[src/csm_regs.vh]
// constants for the idle-state request mapper
`ifndef CSM_REGS_VH
`define CSM_REGS_VH
// requested idle-state types (2 bits)
`define CSM_REQ_C0 2'h0
`define CSM_REQ_C1 2'h1
`define CSM_REQ_C2 2'h2
`define CSM_REQ_C3 2'h3
// internal sleep-state codes (3 bits)
`define CSM_IN_C0 3'h0
`define CSM_IN_C1 3'h1
`define CSM_IN_C3 3'h3
`define CSM_IN_C6 3'h6
`define CSM_IN_C7 3'h7
// idle history
`define CSM_HIST_W 4
`define CSM_HIST_RST 4'h0
`define CSM_SHORT_RES 16'h0100
`define CSM_LONG_RES 16'h4000
`define CSM_RES_W 16
// frequency ratio width and core count
`define CSM_RATIO_W 8
`define CSM_NCORE 4
`define CSM_CORE_W 2
`endif

[src/csm_mapper.v]
// idle-state request mapping, demotion and boost frequency selection
`timescale 1ns/10ps
`default_nettype none
`include "csm_regs.vh"

// Notes on behaviour
// - first-generation mobile: C0->C0, C1->C1, C2->C3, C3->C7.
// - second generation: C0->C0, C1->C1, C2->C3, C3->C6 or C7.
// - mobile parts flush last-level cache once cores reach C7.
// - deep request may demote C6/C7 to C3, or C3 to C1.
// - demote when history shows deeper state less energy efficient.
// - demote when history shows deeper state would hurt performance.
// - after long demoted residency, wake core; repeated request goes deep.
// - on P0 request, core frequency lies between P1 and P0.
// - top boost only with at most one busy core; lower limits for two to four.
// - core frequency never below P1 normally, even all cores busy.
// - second generation splits spare budget between cores and graphics.
// - internal C3 stops clocks and snoops, allows memory self-refresh.
module csm_mapper (
  // clock and reset
  input wire clk_i,
  input wire reset_i,
  // configuration
  input wire gen2_i,
  input wire mobile_i,
  input wire c7_sel_i,
  input wire [`CSM_HIST_W-1:0] hist_thresh_i,
  input wire [`CSM_HIST_W-1:0] perf_thresh_i,
  // idle request per core
  input wire [`CSM_NCORE-1:0] req_valid_i,
  input wire [2*`CSM_NCORE-1:0] req_type_i,
  input wire [`CSM_NCORE-1:0] wake_i,
  // performance request and limits
  input wire p0_req_i,
  input wire [`CSM_RATIO_W-1:0] p1_ratio_i,
  input wire [`CSM_RATIO_W-1:0] p0_ratio_i,
  input wire [`CSM_RATIO_W-1:0] lim2_ratio_i,
  input wire [`CSM_RATIO_W-1:0] lim4_ratio_i,
  input wire gfx_demand_i,
  // state outputs
  output reg [3*`CSM_NCORE-1:0] cstate_o,
  output reg [`CSM_NCORE-1:0] demoted_o,
  output reg [`CSM_NCORE-1:0] wake_req_o,
  output reg llc_flush_o,
  output reg clk_stop_o,
  output reg snoop_stop_o,
  output reg self_refresh_o,
  output reg [`CSM_RATIO_W-1:0] core_ratio_o,
  output reg gfx_boost_o
);

  ////////////////////////////////////////////////////////////////////////
  // mapping of a requested type onto internal states

  function [2:0] map_req;
    input [1:0] t;
    input g2;
    input deep7;
    begin
      case (t)
        `CSM_REQ_C0: map_req = `CSM_IN_C0;
        `CSM_REQ_C1: map_req = `CSM_IN_C1;
        `CSM_REQ_C2: map_req = `CSM_IN_C3;
        `CSM_REQ_C3: map_req = (g2 && !deep7) ? `CSM_IN_C6 : `CSM_IN_C7;
        default: map_req = `CSM_IN_C0;
      endcase
    end
  endfunction

  // c0 and c1 pass through unchanged
  // demotion target
  function [2:0] demote_of;
    input [2:0] s;
    begin
      if (s == `CSM_IN_C6 || s == `CSM_IN_C7)
        demote_of = `CSM_IN_C3;
      else if (s == `CSM_IN_C3)
        demote_of = `CSM_IN_C1;
      else
        demote_of = s;
    end
  endfunction

  ////////////////////////////////////////////////////////////////////////
  // per-core idle history and state

  wire [`CSM_NCORE-1:0] in_c7;
  wire [`CSM_NCORE-1:0] in_c3up;
  wire [`CSM_NCORE-1:0] busy;

  // one history slice per core; cores never share a counter or a timer
  genvar g;
  generate
    for (g = 0; g < `CSM_NCORE; g = g + 1) begin : core
      reg [`CSM_HIST_W-1:0] short_cnt_r;
      reg [`CSM_RES_W-1:0] res_r;
      reg undemote_r;
      wire [2:0] want = map_req(req_type_i[2*g+1:2*g], gen2_i, c7_sel_i);
      wire deep_req = (want != `CSM_IN_C0) && (want != `CSM_IN_C1);
      wire ineff = short_cnt_r >= hist_thresh_i;
      // performance: short stays past a tighter mark
      wire perf_hit = short_cnt_r >= perf_thresh_i;
      wire [2:0] cur = cstate_o[3*g+2:3*g];
      wire deep_now = (cur != `CSM_IN_C0) && (cur != `CSM_IN_C1);

      always @(posedge clk_i or posedge reset_i) begin
        if (reset_i) begin
          short_cnt_r <= `CSM_HIST_RST;
          res_r <= {`CSM_RES_W{1'b0}};
          undemote_r <= 1'b0;
          cstate_o[3*g+2:3*g] <= `CSM_IN_C0;
          demoted_o[g] <= 1'b0;
          wake_req_o[g] <= 1'b0;
        end else begin
          wake_req_o[g] <= 1'b0;
          if (cur != `CSM_IN_C0 && res_r != {`CSM_RES_W{1'b1}})
            res_r <= res_r + 1'b1;
          if (req_valid_i[g] && cur == `CSM_IN_C0) begin
            res_r <= {`CSM_RES_W{1'b0}};
            if (deep_req && (ineff || perf_hit) && !undemote_r) begin
              cstate_o[3*g+2:3*g] <= demote_of(want);
              demoted_o[g] <= 1'b1;
            end else begin
              cstate_o[3*g+2:3*g] <= want;
              demoted_o[g] <= 1'b0;
            end
            undemote_r <= 1'b0;
          end else if (wake_i[g] && cur != `CSM_IN_C0) begin
            if (deep_now && res_r < `CSM_SHORT_RES) begin
              if (short_cnt_r != {`CSM_HIST_W{1'b1}})
                short_cnt_r <= short_cnt_r + 1'b1;
            end else if (deep_now && short_cnt_r != `CSM_HIST_RST) begin
              // a long stay pays one back, so old bursts stop forcing demotion
              short_cnt_r <= short_cnt_r - 1'b1;
            end
            cstate_o[3*g+2:3*g] <= `CSM_IN_C0;
            demoted_o[g] <= 1'b0;
          end else if (demoted_o[g] && res_r >= `CSM_LONG_RES) begin
            // hand control back
            // history cleared and undemote_r set, so the reissued deep request skips demotion and goes through
            cstate_o[3*g+2:3*g] <= `CSM_IN_C0;
            demoted_o[g] <= 1'b0;
            wake_req_o[g] <= 1'b1;
            undemote_r <= 1'b1;
            short_cnt_r <= `CSM_HIST_RST;
          end
        end
      end

      assign in_c7[g] = (cur == `CSM_IN_C7);
      assign in_c3up[g] = deep_now;
      assign busy[g] = (cur == `CSM_IN_C0);
    end
  endgenerate

  ////////////////////////////////////////////////////////////////////////
  // package-level sleep controls

  always @(posedge clk_i or posedge reset_i) begin
    if (reset_i) begin
      llc_flush_o <= 1'b0;
      clk_stop_o <= 1'b0;
      snoop_stop_o <= 1'b0;
      self_refresh_o <= 1'b0;
    end else begin
      // all package controls lag the core states by one cycle
      // flush when mobile and all cores in C7
      llc_flush_o <= mobile_i && (&in_c7);
      clk_stop_o <= &in_c3up;
      snoop_stop_o <= &in_c3up;
      self_refresh_o <= &in_c3up;
    end
  end

  ////////////////////////////////////////////////////////////////////////
  // boost frequency choice

  // a core counts as busy only while it sits in c0
  // the ratio jumps straight to its target; no ramp is modelled
  reg [2:0] nbusy;
  reg [`CSM_RATIO_W-1:0] lim;
  reg [`CSM_RATIO_W-1:0] pick;
  integer i;
  always @* begin
    nbusy = 3'h0;
    for (i = 0; i < `CSM_NCORE; i = i + 1)
      nbusy = nbusy + {2'h0, busy[i]};
    case (nbusy)
      3'h0, 3'h1: lim = p0_ratio_i;
      3'h2: lim = lim2_ratio_i;
      default: lim = lim4_ratio_i;
    endcase
    // graphics takes headroom when it asks and cores share
    if (gen2_i && gfx_demand_i && nbusy > 3'h1)
      lim = p1_ratio_i;
    if (lim > p0_ratio_i)
      lim = p0_ratio_i;
    if (!p0_req_i || lim < p1_ratio_i)
      pick = p1_ratio_i;
    else
      pick = lim;
  end

  always @(posedge clk_i or posedge reset_i) begin
    if (reset_i) begin
      core_ratio_o <= {`CSM_RATIO_W{1'b0}};
      gfx_boost_o <= 1'b0;
    end else begin
      core_ratio_o <= pick;
      gfx_boost_o <= gen2_i && gfx_demand_i && (p0_req_i ? nbusy > 3'h1 : 1'b1);
    end
  end

endmodule // csm_mapper
`default_nettype wire

[config.mk]
export PLATFORM = sky130hd
export DESIGN_NAME = csm_mapper
export DESIGN_NICKNAME = d
export VERILOG_FILES = /design/src/csm_mapper.v
export VERILOG_INCLUDE_DIRS = /design/src /design/src/src
export SDC_FILE = /design/constraint.sdc
export NUM_CORES = 1
export LEC_CHECK = 0
export ABC_AREA = 1
export BUFFER_PORTS_ARGS = -buffer_cell sky130_fd_sc_hd__buf_2
export CORE_MARGIN = 5
export CORE_UTILIZATION = 50
export CTS_CLUSTER_DIAMETER = 100
export CTS_CLUSTER_SIZE = 16
export DETAILED_ROUTE_END_ITERATION = 10
export PLACE_DENSITY = 0.72
export SETUP_SLACK_MARGIN = 0.4
export SYNTH_ARGS = -nofsm -noshare
export SYNTH_HDL_FRONTEND = slang
export SYNTH_SLANG_ARGS = --single-unit
[constraint.sdc]
create_clock -name clk_i -period 7.04 [get_ports clk_i]
set_input_delay 1.408 -clock clk_i [delete_from_list [all_inputs] [get_ports clk_i]]
set_output_delay 1.408 -clock clk_i [all_outputs]
set_load 0.03 [all_outputs]
==> results of run 1 <==
==> registers in the layout, indices dropped and copies added (netlist names) <==
signal            flops
core.res_r           64
core.short_cnt_r     16
core.cur             12
core_ratio_o          8
core.undemote_r       4
demoted_o             4
wake_req_o            4
gfx_boost_o           1
llc_flush_o           1
self_refresh_o        1
==> power by group through the flow <==
stage / combinational, mW / sequential [mW] / clock [mW]
6_report: 2.81 / 0.953 / 0.901
5_1_grt: 3.24 / 0.974 / 0.946
4_1_cts: 2.83 / 0.951 / 0.917
3_5_place_dp: 2.82 / 0.960 / 0
3_3_place_gp: 2.73 / 0.961 / 0
2_1_floorplan: 2.09 / 1.06 / 0
==> metal layers <==
layer / vias up / part of all wire / wire length [um] / track usage
li1: 3455 / - / - / -
met1: 3142 / 0.46 / 8170 / 0.269
met2: 164 / 0.47 / 8390 / 0.337
met3: 14 / 0.054 / 955 / 0.0570
met4: 0 / 0.013 / 236 / 0.0577
met5: - / 0 / 0 / 0
==> cell usage after synthesis, types with 13 or more instances <==
cell type	n
sky130_fd_sc_hd__o22ai_1	14
sky130_fd_sc_hd__nand2_1	152
sky130_fd_sc_hd__nor2_1	92
sky130_fd_sc_hd__dfrtp_1	115
sky130_fd_sc_hd__nor2_2	13
sky130_fd_sc_hd__nand3_1	54
sky130_fd_sc_hd__o21ai_0	79
sky130_fd_sc_hd__inv_2	19
sky130_fd_sc_hd__nor3_1	22
sky130_fd_sc_hd__nand4_1	19
sky130_fd_sc_hd__inv_1	148
sky130_fd_sc_hd__a21oi_1	45
sky130_fd_sc_hd__ha_1	63
==> worst paths after layout <==
kind	slack, ps	cells after the start	startpoint	endpoint
min in group asynchronous	1070	2	reset_i	core_ratio_o[7]
worst max register to register	1800	27	core[0].cur[2]	core_ratio_o[5]
worst max-delay path	1800	27	core[0].cur[2]	core_ratio_o[5]
worst min-delay path	480	1	core[2].short_cnt_r[0]	core[2].short_cnt_r[0]
worst min register to register	480	1	core[2].short_cnt_r[0]	core[2].short_cnt_r[0]
max in group asynchronous	4700	3	reset_i	core[2].undemote_r
==> area by class of cell <==
| type | count | area, um^2 | area share |
|---|---|---|---|
| Multi-Input combinational cell | 678 | 4110 | 0.459 |
| Sequential cell | 115 | 2880 | 0.321 |
| Clock inverter | 11 | 150 | 0.0168 |
| Tap cell | 188 | 235 | 0.0263 |
| Timing Repair Buffer | 96 | 483 | 0.0539 |
| Inverter | 167 | 629 | 0.0703 |
| Clock buffer | 21 | 470 | 0.0525 |
==> logic make-up after synthesis <==
group	synth area share
AOI/OAI and AO/OA	0.147
and+or+nand+nor	0.260
adders and majority gates	0.116
buffers and inverters	0.0882
xor gates and xnor gates	0.0137
DFF	0.376
==> per-stage QoR <==
step | instance area, um^2 | setup WS [ps] | power, mW
final | 8950 | 1800 | 4.67
after global routing | 8950 | 1270 | 5.16
after CTS | 8950 | 1820 | 4.70
after detailed placement | 8330 | 1840 | 3.78
after global placement | 8330 | 2080 | 3.69
after floorplan | 7660 | 2310 | 3.15
==> impl_metrics.env, run 1 <==
export IMPL_cts_hold_buf=0
export IMPL_antenna_diode_count=0
export IMPL_syn_area_um2=7660
export IMPL_post_layout_min_period_ps=5240
export IMPL_ir_worst_vdd_mv=0.484
export IMPL_critical_path_peak_fanout=15
export IMPL_finalNetCount=1206
export IMPL_leakage_nw=4.48
export IMPL_layout_core_utilization=0.593
export IMPL_timing_hold_ws_ps=478
export IMPL_floorplan_rows=45
export IMPL_areaGrowthSynthToFinish_pct=16.9
export IMPL_post_layout_nonfiller_instances=1276
export IMPL_gr_usage_all_layers=0.206
export IMPL_max_stage_delay_on_crit_path_ps=440
export IMPL_synthesis_instances=970
export IMPL_final_common_cell="sky130_fd_sc_hd__nand2_1"
export IMPL_pin_count=96
export IMPL_io_buffers=95
export IMPL_outcome="finished, final reports clean"
export IMPL_tns_ps=0
export IMPL_async_reset_ff_frac=1.00
export IMPL_worst_slew_margin_rel=0.442
export IMPL_setup_worst_path_class="reg -> reg"
export IMPL_grt_first_pass_wirelength_um=30100
export IMPL_crit_path_start_kind="flip-flop"
export IMPL_yosys_warnings=0
export IMPL_postSynthRegisterBits=115
export IMPL_power_frac_comb=0.603
export IMPL_max_freq_mhz=191
export IMPL_clkTransAtPathRegs_ps=60
export IMPL_tritoncts="built"
export IMPL_yosysSeqAreaShare=0.376
export IMPL_floorplan_initialDensity=0.508
export IMPL_initial_antenna_violation_count=0
export IMPL_setup_viol_count_final=0
export IMPL_hold_path_class="reg -> reg"
export IMPL_syn_nets=1101
export IMPL_drv_max_cap_violation_count=0
export IMPL_cts_sinks=115
export IMPL_layout_common_cells="152 x sky130_fd_sc_hd__nand2_1, 147 x sky130_fd_sc_hd__inv_1, 115 x sky130_fd_sc_hd__dfrtp_1, 95 x sky130_fd_sc_hd__buf_2, 92 x sky130_fd_sc_hd__nor2_1"
export IMPL_nFillCells=1371
export IMPL_number_of_global_route_vias_before_repair=6472
export IMPL_yosys_top_cells_area="sky130_fd_sc_hd__dfrtp_1 38%, sky130_fd_sc_hd__ha_1 10%, sky130_fd_sc_hd__nand2_1 7.4%"
export IMPL_routed_wire_length_per_instance_um=13.9
export IMPL_power_density_nw_per_um2=521
export IMPL_finalWirelength_um=17800
export IMPL_post_drt_via_cell_ratio=5.31
export IMPL_clock_skew_ps=10.3
export IMPL_layout_drive_gt1_share=0.187
export IMPL_cts_repair_timing_setup_buffer_count=0
export IMPL_grt_start_max_net_pins=67
export IMPL_cts_htree_levels=4
export IMPL_worstSkewPairLatency_ps=420
export IMPL_drt_first_iter_violations=371
export IMPL_routabilityCongestion=0.894
export IMPL_firstDrtPassIters=5
export IMPL_slew_viol_final=0
export IMPL_vias=6775
export IMPL_fraction_of_synthesized_cell_area_taken_by_the_top_area_cell_type=0.376
export IMPL_clockRootBuffer="sky130_fd_sc_hd__clkbuf_16"
export IMPL_dp_final_hpwl_um=13800
export IMPL_yosys_cell_types_count=49
export IMPL_cts_resized_gates=0
export IMPL_worst_path_max_delay_cell="sky130_fd_sc_hd__fa_1"
export IMPL_share_seq_of_total_power=0.204
export IMPL_required_ps=7390
export IMPL_rsz_0062_raised_after_global_routing="no"
export IMPL_netlist_top_cell_by_area="sky130_fd_sc_hd__dfrtp_1"
export IMPL_cp_top_family="simple AND/OR/NAND/NOR gates"
export IMPL_post_synth_edffs=0
export IMPL_int_pwr_mw=2.40
export IMPL_number_of_endpoints_with_negative_hold_slack_in_the_final_report=0
export IMPL_timing_critical_path_buf_inv=3
export IMPL_worst_max_slew_pin_slew_ps=837
export IMPL_core_area_um2=15100
export IMPL_cts_buffers=17
export IMPL_power_switching_mw=2.27
export IMPL_design_die_area_um2=17900
export IMPL_route_detailed_drc=0
export IMPL_clkPwrFrac=0.193
export IMPL_grt_ovfl_total=0
export IMPL_die_h_um=134
export IMPL_final_period_utilization=0.744
export IMPL_worst_setup_path_end_kind="flip-flop"
export IMPL_synth_area_per_cell_um2=7.90
export IMPL_die_x_um=134
export IMPL_ys_flop_type="sky130_fd_sc_hd__dfrtp_1"
export IMPL_switching_share=0.487
export IMPL_ant_nets=0
export IMPL_worst_path_most_repeated_cell="sky130_fd_sc_hd__nand2_1"
export IMPL_critPathArrivalTime_ps=5590
export IMPL_place_inst=1244
export IMPL_max_clock_path_buffers=2
No activity file was read; power rests on OpenSTA's default activity.
==> run 2: changes to the inputs <==
Clock period 7.04 ns to 5.33 ns, I/O delays scaled along.
==> run 2 against run 1 <==
Compared with the run above:
- routed wire length rose by 1.6%
- final cell count up 1.1%
- critical path depth decreased by 1
- worst setup slack worse by 1100 ps
- combinational power up 51%
- cell area grew 1.6%
- total power up 42%
- via count is 0.87% higher
- first-iteration DRC count down 18%
==> impl_metrics.env, run 2 (same netlist as run 1, synthesis figures left out) <==
export IMPL_nFillCells=1332
export IMPL_number_of_endpoints_with_negative_hold_slack_in_the_final_report=0
export IMPL_critical_path_peak_fanout=8
export IMPL_cts_buffers=17
export IMPL_vias=6834
export IMPL_placed_area_um2=8340
export IMPL_setup_worst_path_class="reg -> reg"
export IMPL_slew_viol_final=0
export IMPL_areaGrowthSynthToFinish_pct=18.8
export IMPL_ant_nets=0
export IMPL_tritoncts="built"
export IMPL_grt_start_max_net_pins=51
export IMPL_clockRootBuffer="sky130_fd_sc_hd__clkbuf_16"
export IMPL_floorplan_initialDensity=0.508
export IMPL_firstDrtPassIters=5
export IMPL_setup_viol_count_final=0
export IMPL_routabilityCongestion=0.902
export IMPL_worst_setup_path_end_kind="flip-flop"
export IMPL_critPathArrivalTime_ps=4980
export IMPL_met3_wirelength_um=1070
export IMPL_cts_hold_buf=0
export IMPL_hold_path_class="reg -> reg"
export IMPL_cts_htree_levels=4
export IMPL_post_layout_total_power_mw=6.63
export IMPL_largest_register_ffs=64
export IMPL_core_area_um2=15100
export IMPL_final_common_cell="sky130_fd_sc_hd__nand2_1"
export IMPL_post_layout_nonfiller_instances=1290
export IMPL_rsz_0062_raised_after_global_routing="no"
export IMPL_routed_wire_length_per_instance_um=14.0
export IMPL_tns_ps=0
export IMPL_timing_hold_ws_ps=484
export IMPL_m1WireLength_um=8230
export IMPL_grt_ovfl_total=0
export IMPL_post_layout_min_period_ps=4620
export IMPL_crit_path_start_kind="flip-flop"
export IMPL_gr_usage_all_layers=0.208
export IMPL_outcome="finished, final reports clean"
export IMPL_finalWirelength_um=18000
export IMPL_initial_antenna_violation_count=0
export IMPL_leakage_nw=4.53
export IMPL_die_h_um=134
export IMPL_drv_max_cap_violation_count=0
export IMPL_floorplan_rows=45
export IMPL_number_of_global_route_vias_before_repair=6513
export IMPL_worst_slew_margin_rel=0.499
export IMPL_antenna_diode_count=0
export IMPL_highest_layer="met4"
export IMPL_layout_drive_gt1_share=0.213
export IMPL_layout_common_cells="149 x sky130_fd_sc_hd__nand2_1, 142 x sky130_fd_sc_hd__inv_1, 114 x sky130_fd_sc_hd__dfrtp_1, 95 x sky130_fd_sc_hd__buf_2, 89 x sky130_fd_sc_hd__nor2_1"
export IMPL_reg2reg_setup_slack_ps=710
export IMPL_max_freq_mhz=216
export IMPL_cts_sinks=115
export IMPL_final_area_um2=9100
export IMPL_route_detailed_drc=0
export IMPL_clkTransAtPathRegs_ps=50
export IMPL_finalNetCount=1220
export IMPL_grt_first_pass_wirelength_um=30400
export IMPL_drt_first_iter_violations=306
export IMPL_design_die_area_um2=17900
export IMPL_worst_max_slew_pin_slew_ps=749
export IMPL_place_inst=1245
export IMPL_io_buffers=95
export IMPL_power_density_nw_per_um2=728
export IMPL_dp_final_hpwl_um=13800
export IMPL_final_period_utilization=0.867
export IMPL_detailroute_wirelength_met2_um=8480
export IMPL_worstSkewPairLatency_ps=420
export IMPL_die_x_um=134
export IMPL_ir_worst_vdd_mv=0.783
export IMPL_max_clock_path_buffers=2
export IMPL_pin_count=96
export IMPL_post_drt_via_cell_ratio=5.30
export IMPL_required_ps=5690
export IMPL_top_register="core.res_r"
export IMPL_clock_skew_ps=5.77
-- run 2: cell types whose count changed in the layout (fill, tap and decap cells not counted), moves of 4 or more --
cell                      previous run  this run
sky130_fd_sc_hd__buf_4               1        12
sky130_fd_sc_hd__inv_1             147       142
sky130_fd_sc_hd__inv_2              19        23
sky130_fd_sc_hd__o21ai_0            79        73
sky130_fd_sc_hd__o21ai_1             5         9
-- run 2: report_power, final --
part	internal, mW	switching [mW]	total, mW
logic	1.58	2.65	4.23
registers	1.08	0.183	1.27
clock network	0.735	0.392	1.13
total	3.40	3.23	6.63
-- run 2: per-stage QoR --
stage / setup WS [ps] / util
2_1_floorplan: 605 / -
3_3_place_gp: 329 / 0.553
3_5_place_dp: 161 / 0.553
4_1_cts: 439 / 0.593
5_1_grt: 384 / 0.603
6_report: 710 / 0.603
-- run 2: path summary, 6_finish.rpt --
check	start	end	cells after the start
setup / recovery	core[0].cur[1]	core_ratio_o[0]	26
hold / removal	core[2].short_cnt_r[0]	core[2].short_cnt_r[0]	1
setup reg to reg	core[0].cur[1]	core_ratio_o[0]	26
hold reg to reg	core[2].short_cnt_r[0]	core[2].short_cnt_r[0]	1
max in group asynchronous	reset_i	core[3].cur[1]	3
min in group asynchronous	reset_i	core[0].res_r[0]	2
-- run 2: what timing repair did --
action | 4_1_cts | 5_1_grt
resized for setup | 3 | 27
buffers inserted | 0 | 10
pin swaps | 0 | 14
setup endpoints to repair | 8 | 8
cloned | 0 | 3
-- run 2: layout make-up --
class	instances	area (um^2)	area share
flip-flops and latches	115	2880	0.316
clock buffers	24	492	0.0540
repair buffers	107	566	0.0621
multi-input cells	680	4190	0.461
inverters	167	633	0.0696
repair inverters	1	5.00	0.000550
clock inverters	8	100	0.0110
well taps	188	235	0.0258
-- run 2: layer usage --
layer / up-vias / track usage
met2: 167 / 0.340
met4: 0 / 0.0606
met3: 21 / 0.0578
met1: 3158 / 0.271
met5: - / 0
li1: 3488 / -
-- run 2: worst max-delay path, stage by stage, from the launching register on --
cell	delay, ps
sky130_fd_sc_hd__dfrtp_1	420
sky130_fd_sc_hd__nor2_4	60
sky130_fd_sc_hd__nand2_1	130
sky130_fd_sc_hd__inv_2	80
sky130_fd_sc_hd__fa_1	560
sky130_fd_sc_hd__ha_2	190
sky130_fd_sc_hd__inv_1	60
sky130_fd_sc_hd__ha_2	190
sky130_fd_sc_hd__nor2_4	230
sky130_fd_sc_hd__clkinvlp_2	250
sky130_fd_sc_hd__o22ai_1	280
sky130_fd_sc_hd__ha_1	290
sky130_fd_sc_hd__a21o_1	180
sky130_fd_sc_hd__nor2_1	90
sky130_fd_sc_hd__nand2_1	130
sky130_fd_sc_hd__nand2_4	150
sky130_fd_sc_hd__nand2_1	80
sky130_fd_sc_hd__o21ai_2	80
sky130_fd_sc_hd__ha_1	260
sky130_fd_sc_hd__a21oi_1	140
sky130_fd_sc_hd__nor2_1	70
sky130_fd_sc_hd__a211oi_2	180
sky130_fd_sc_hd__buf_4	160
sky130_fd_sc_hd__nand2_4	70
sky130_fd_sc_hd__nand2_4	100
sky130_fd_sc_hd__nand2_1	70
sky130_fd_sc_hd__nand2_1	50
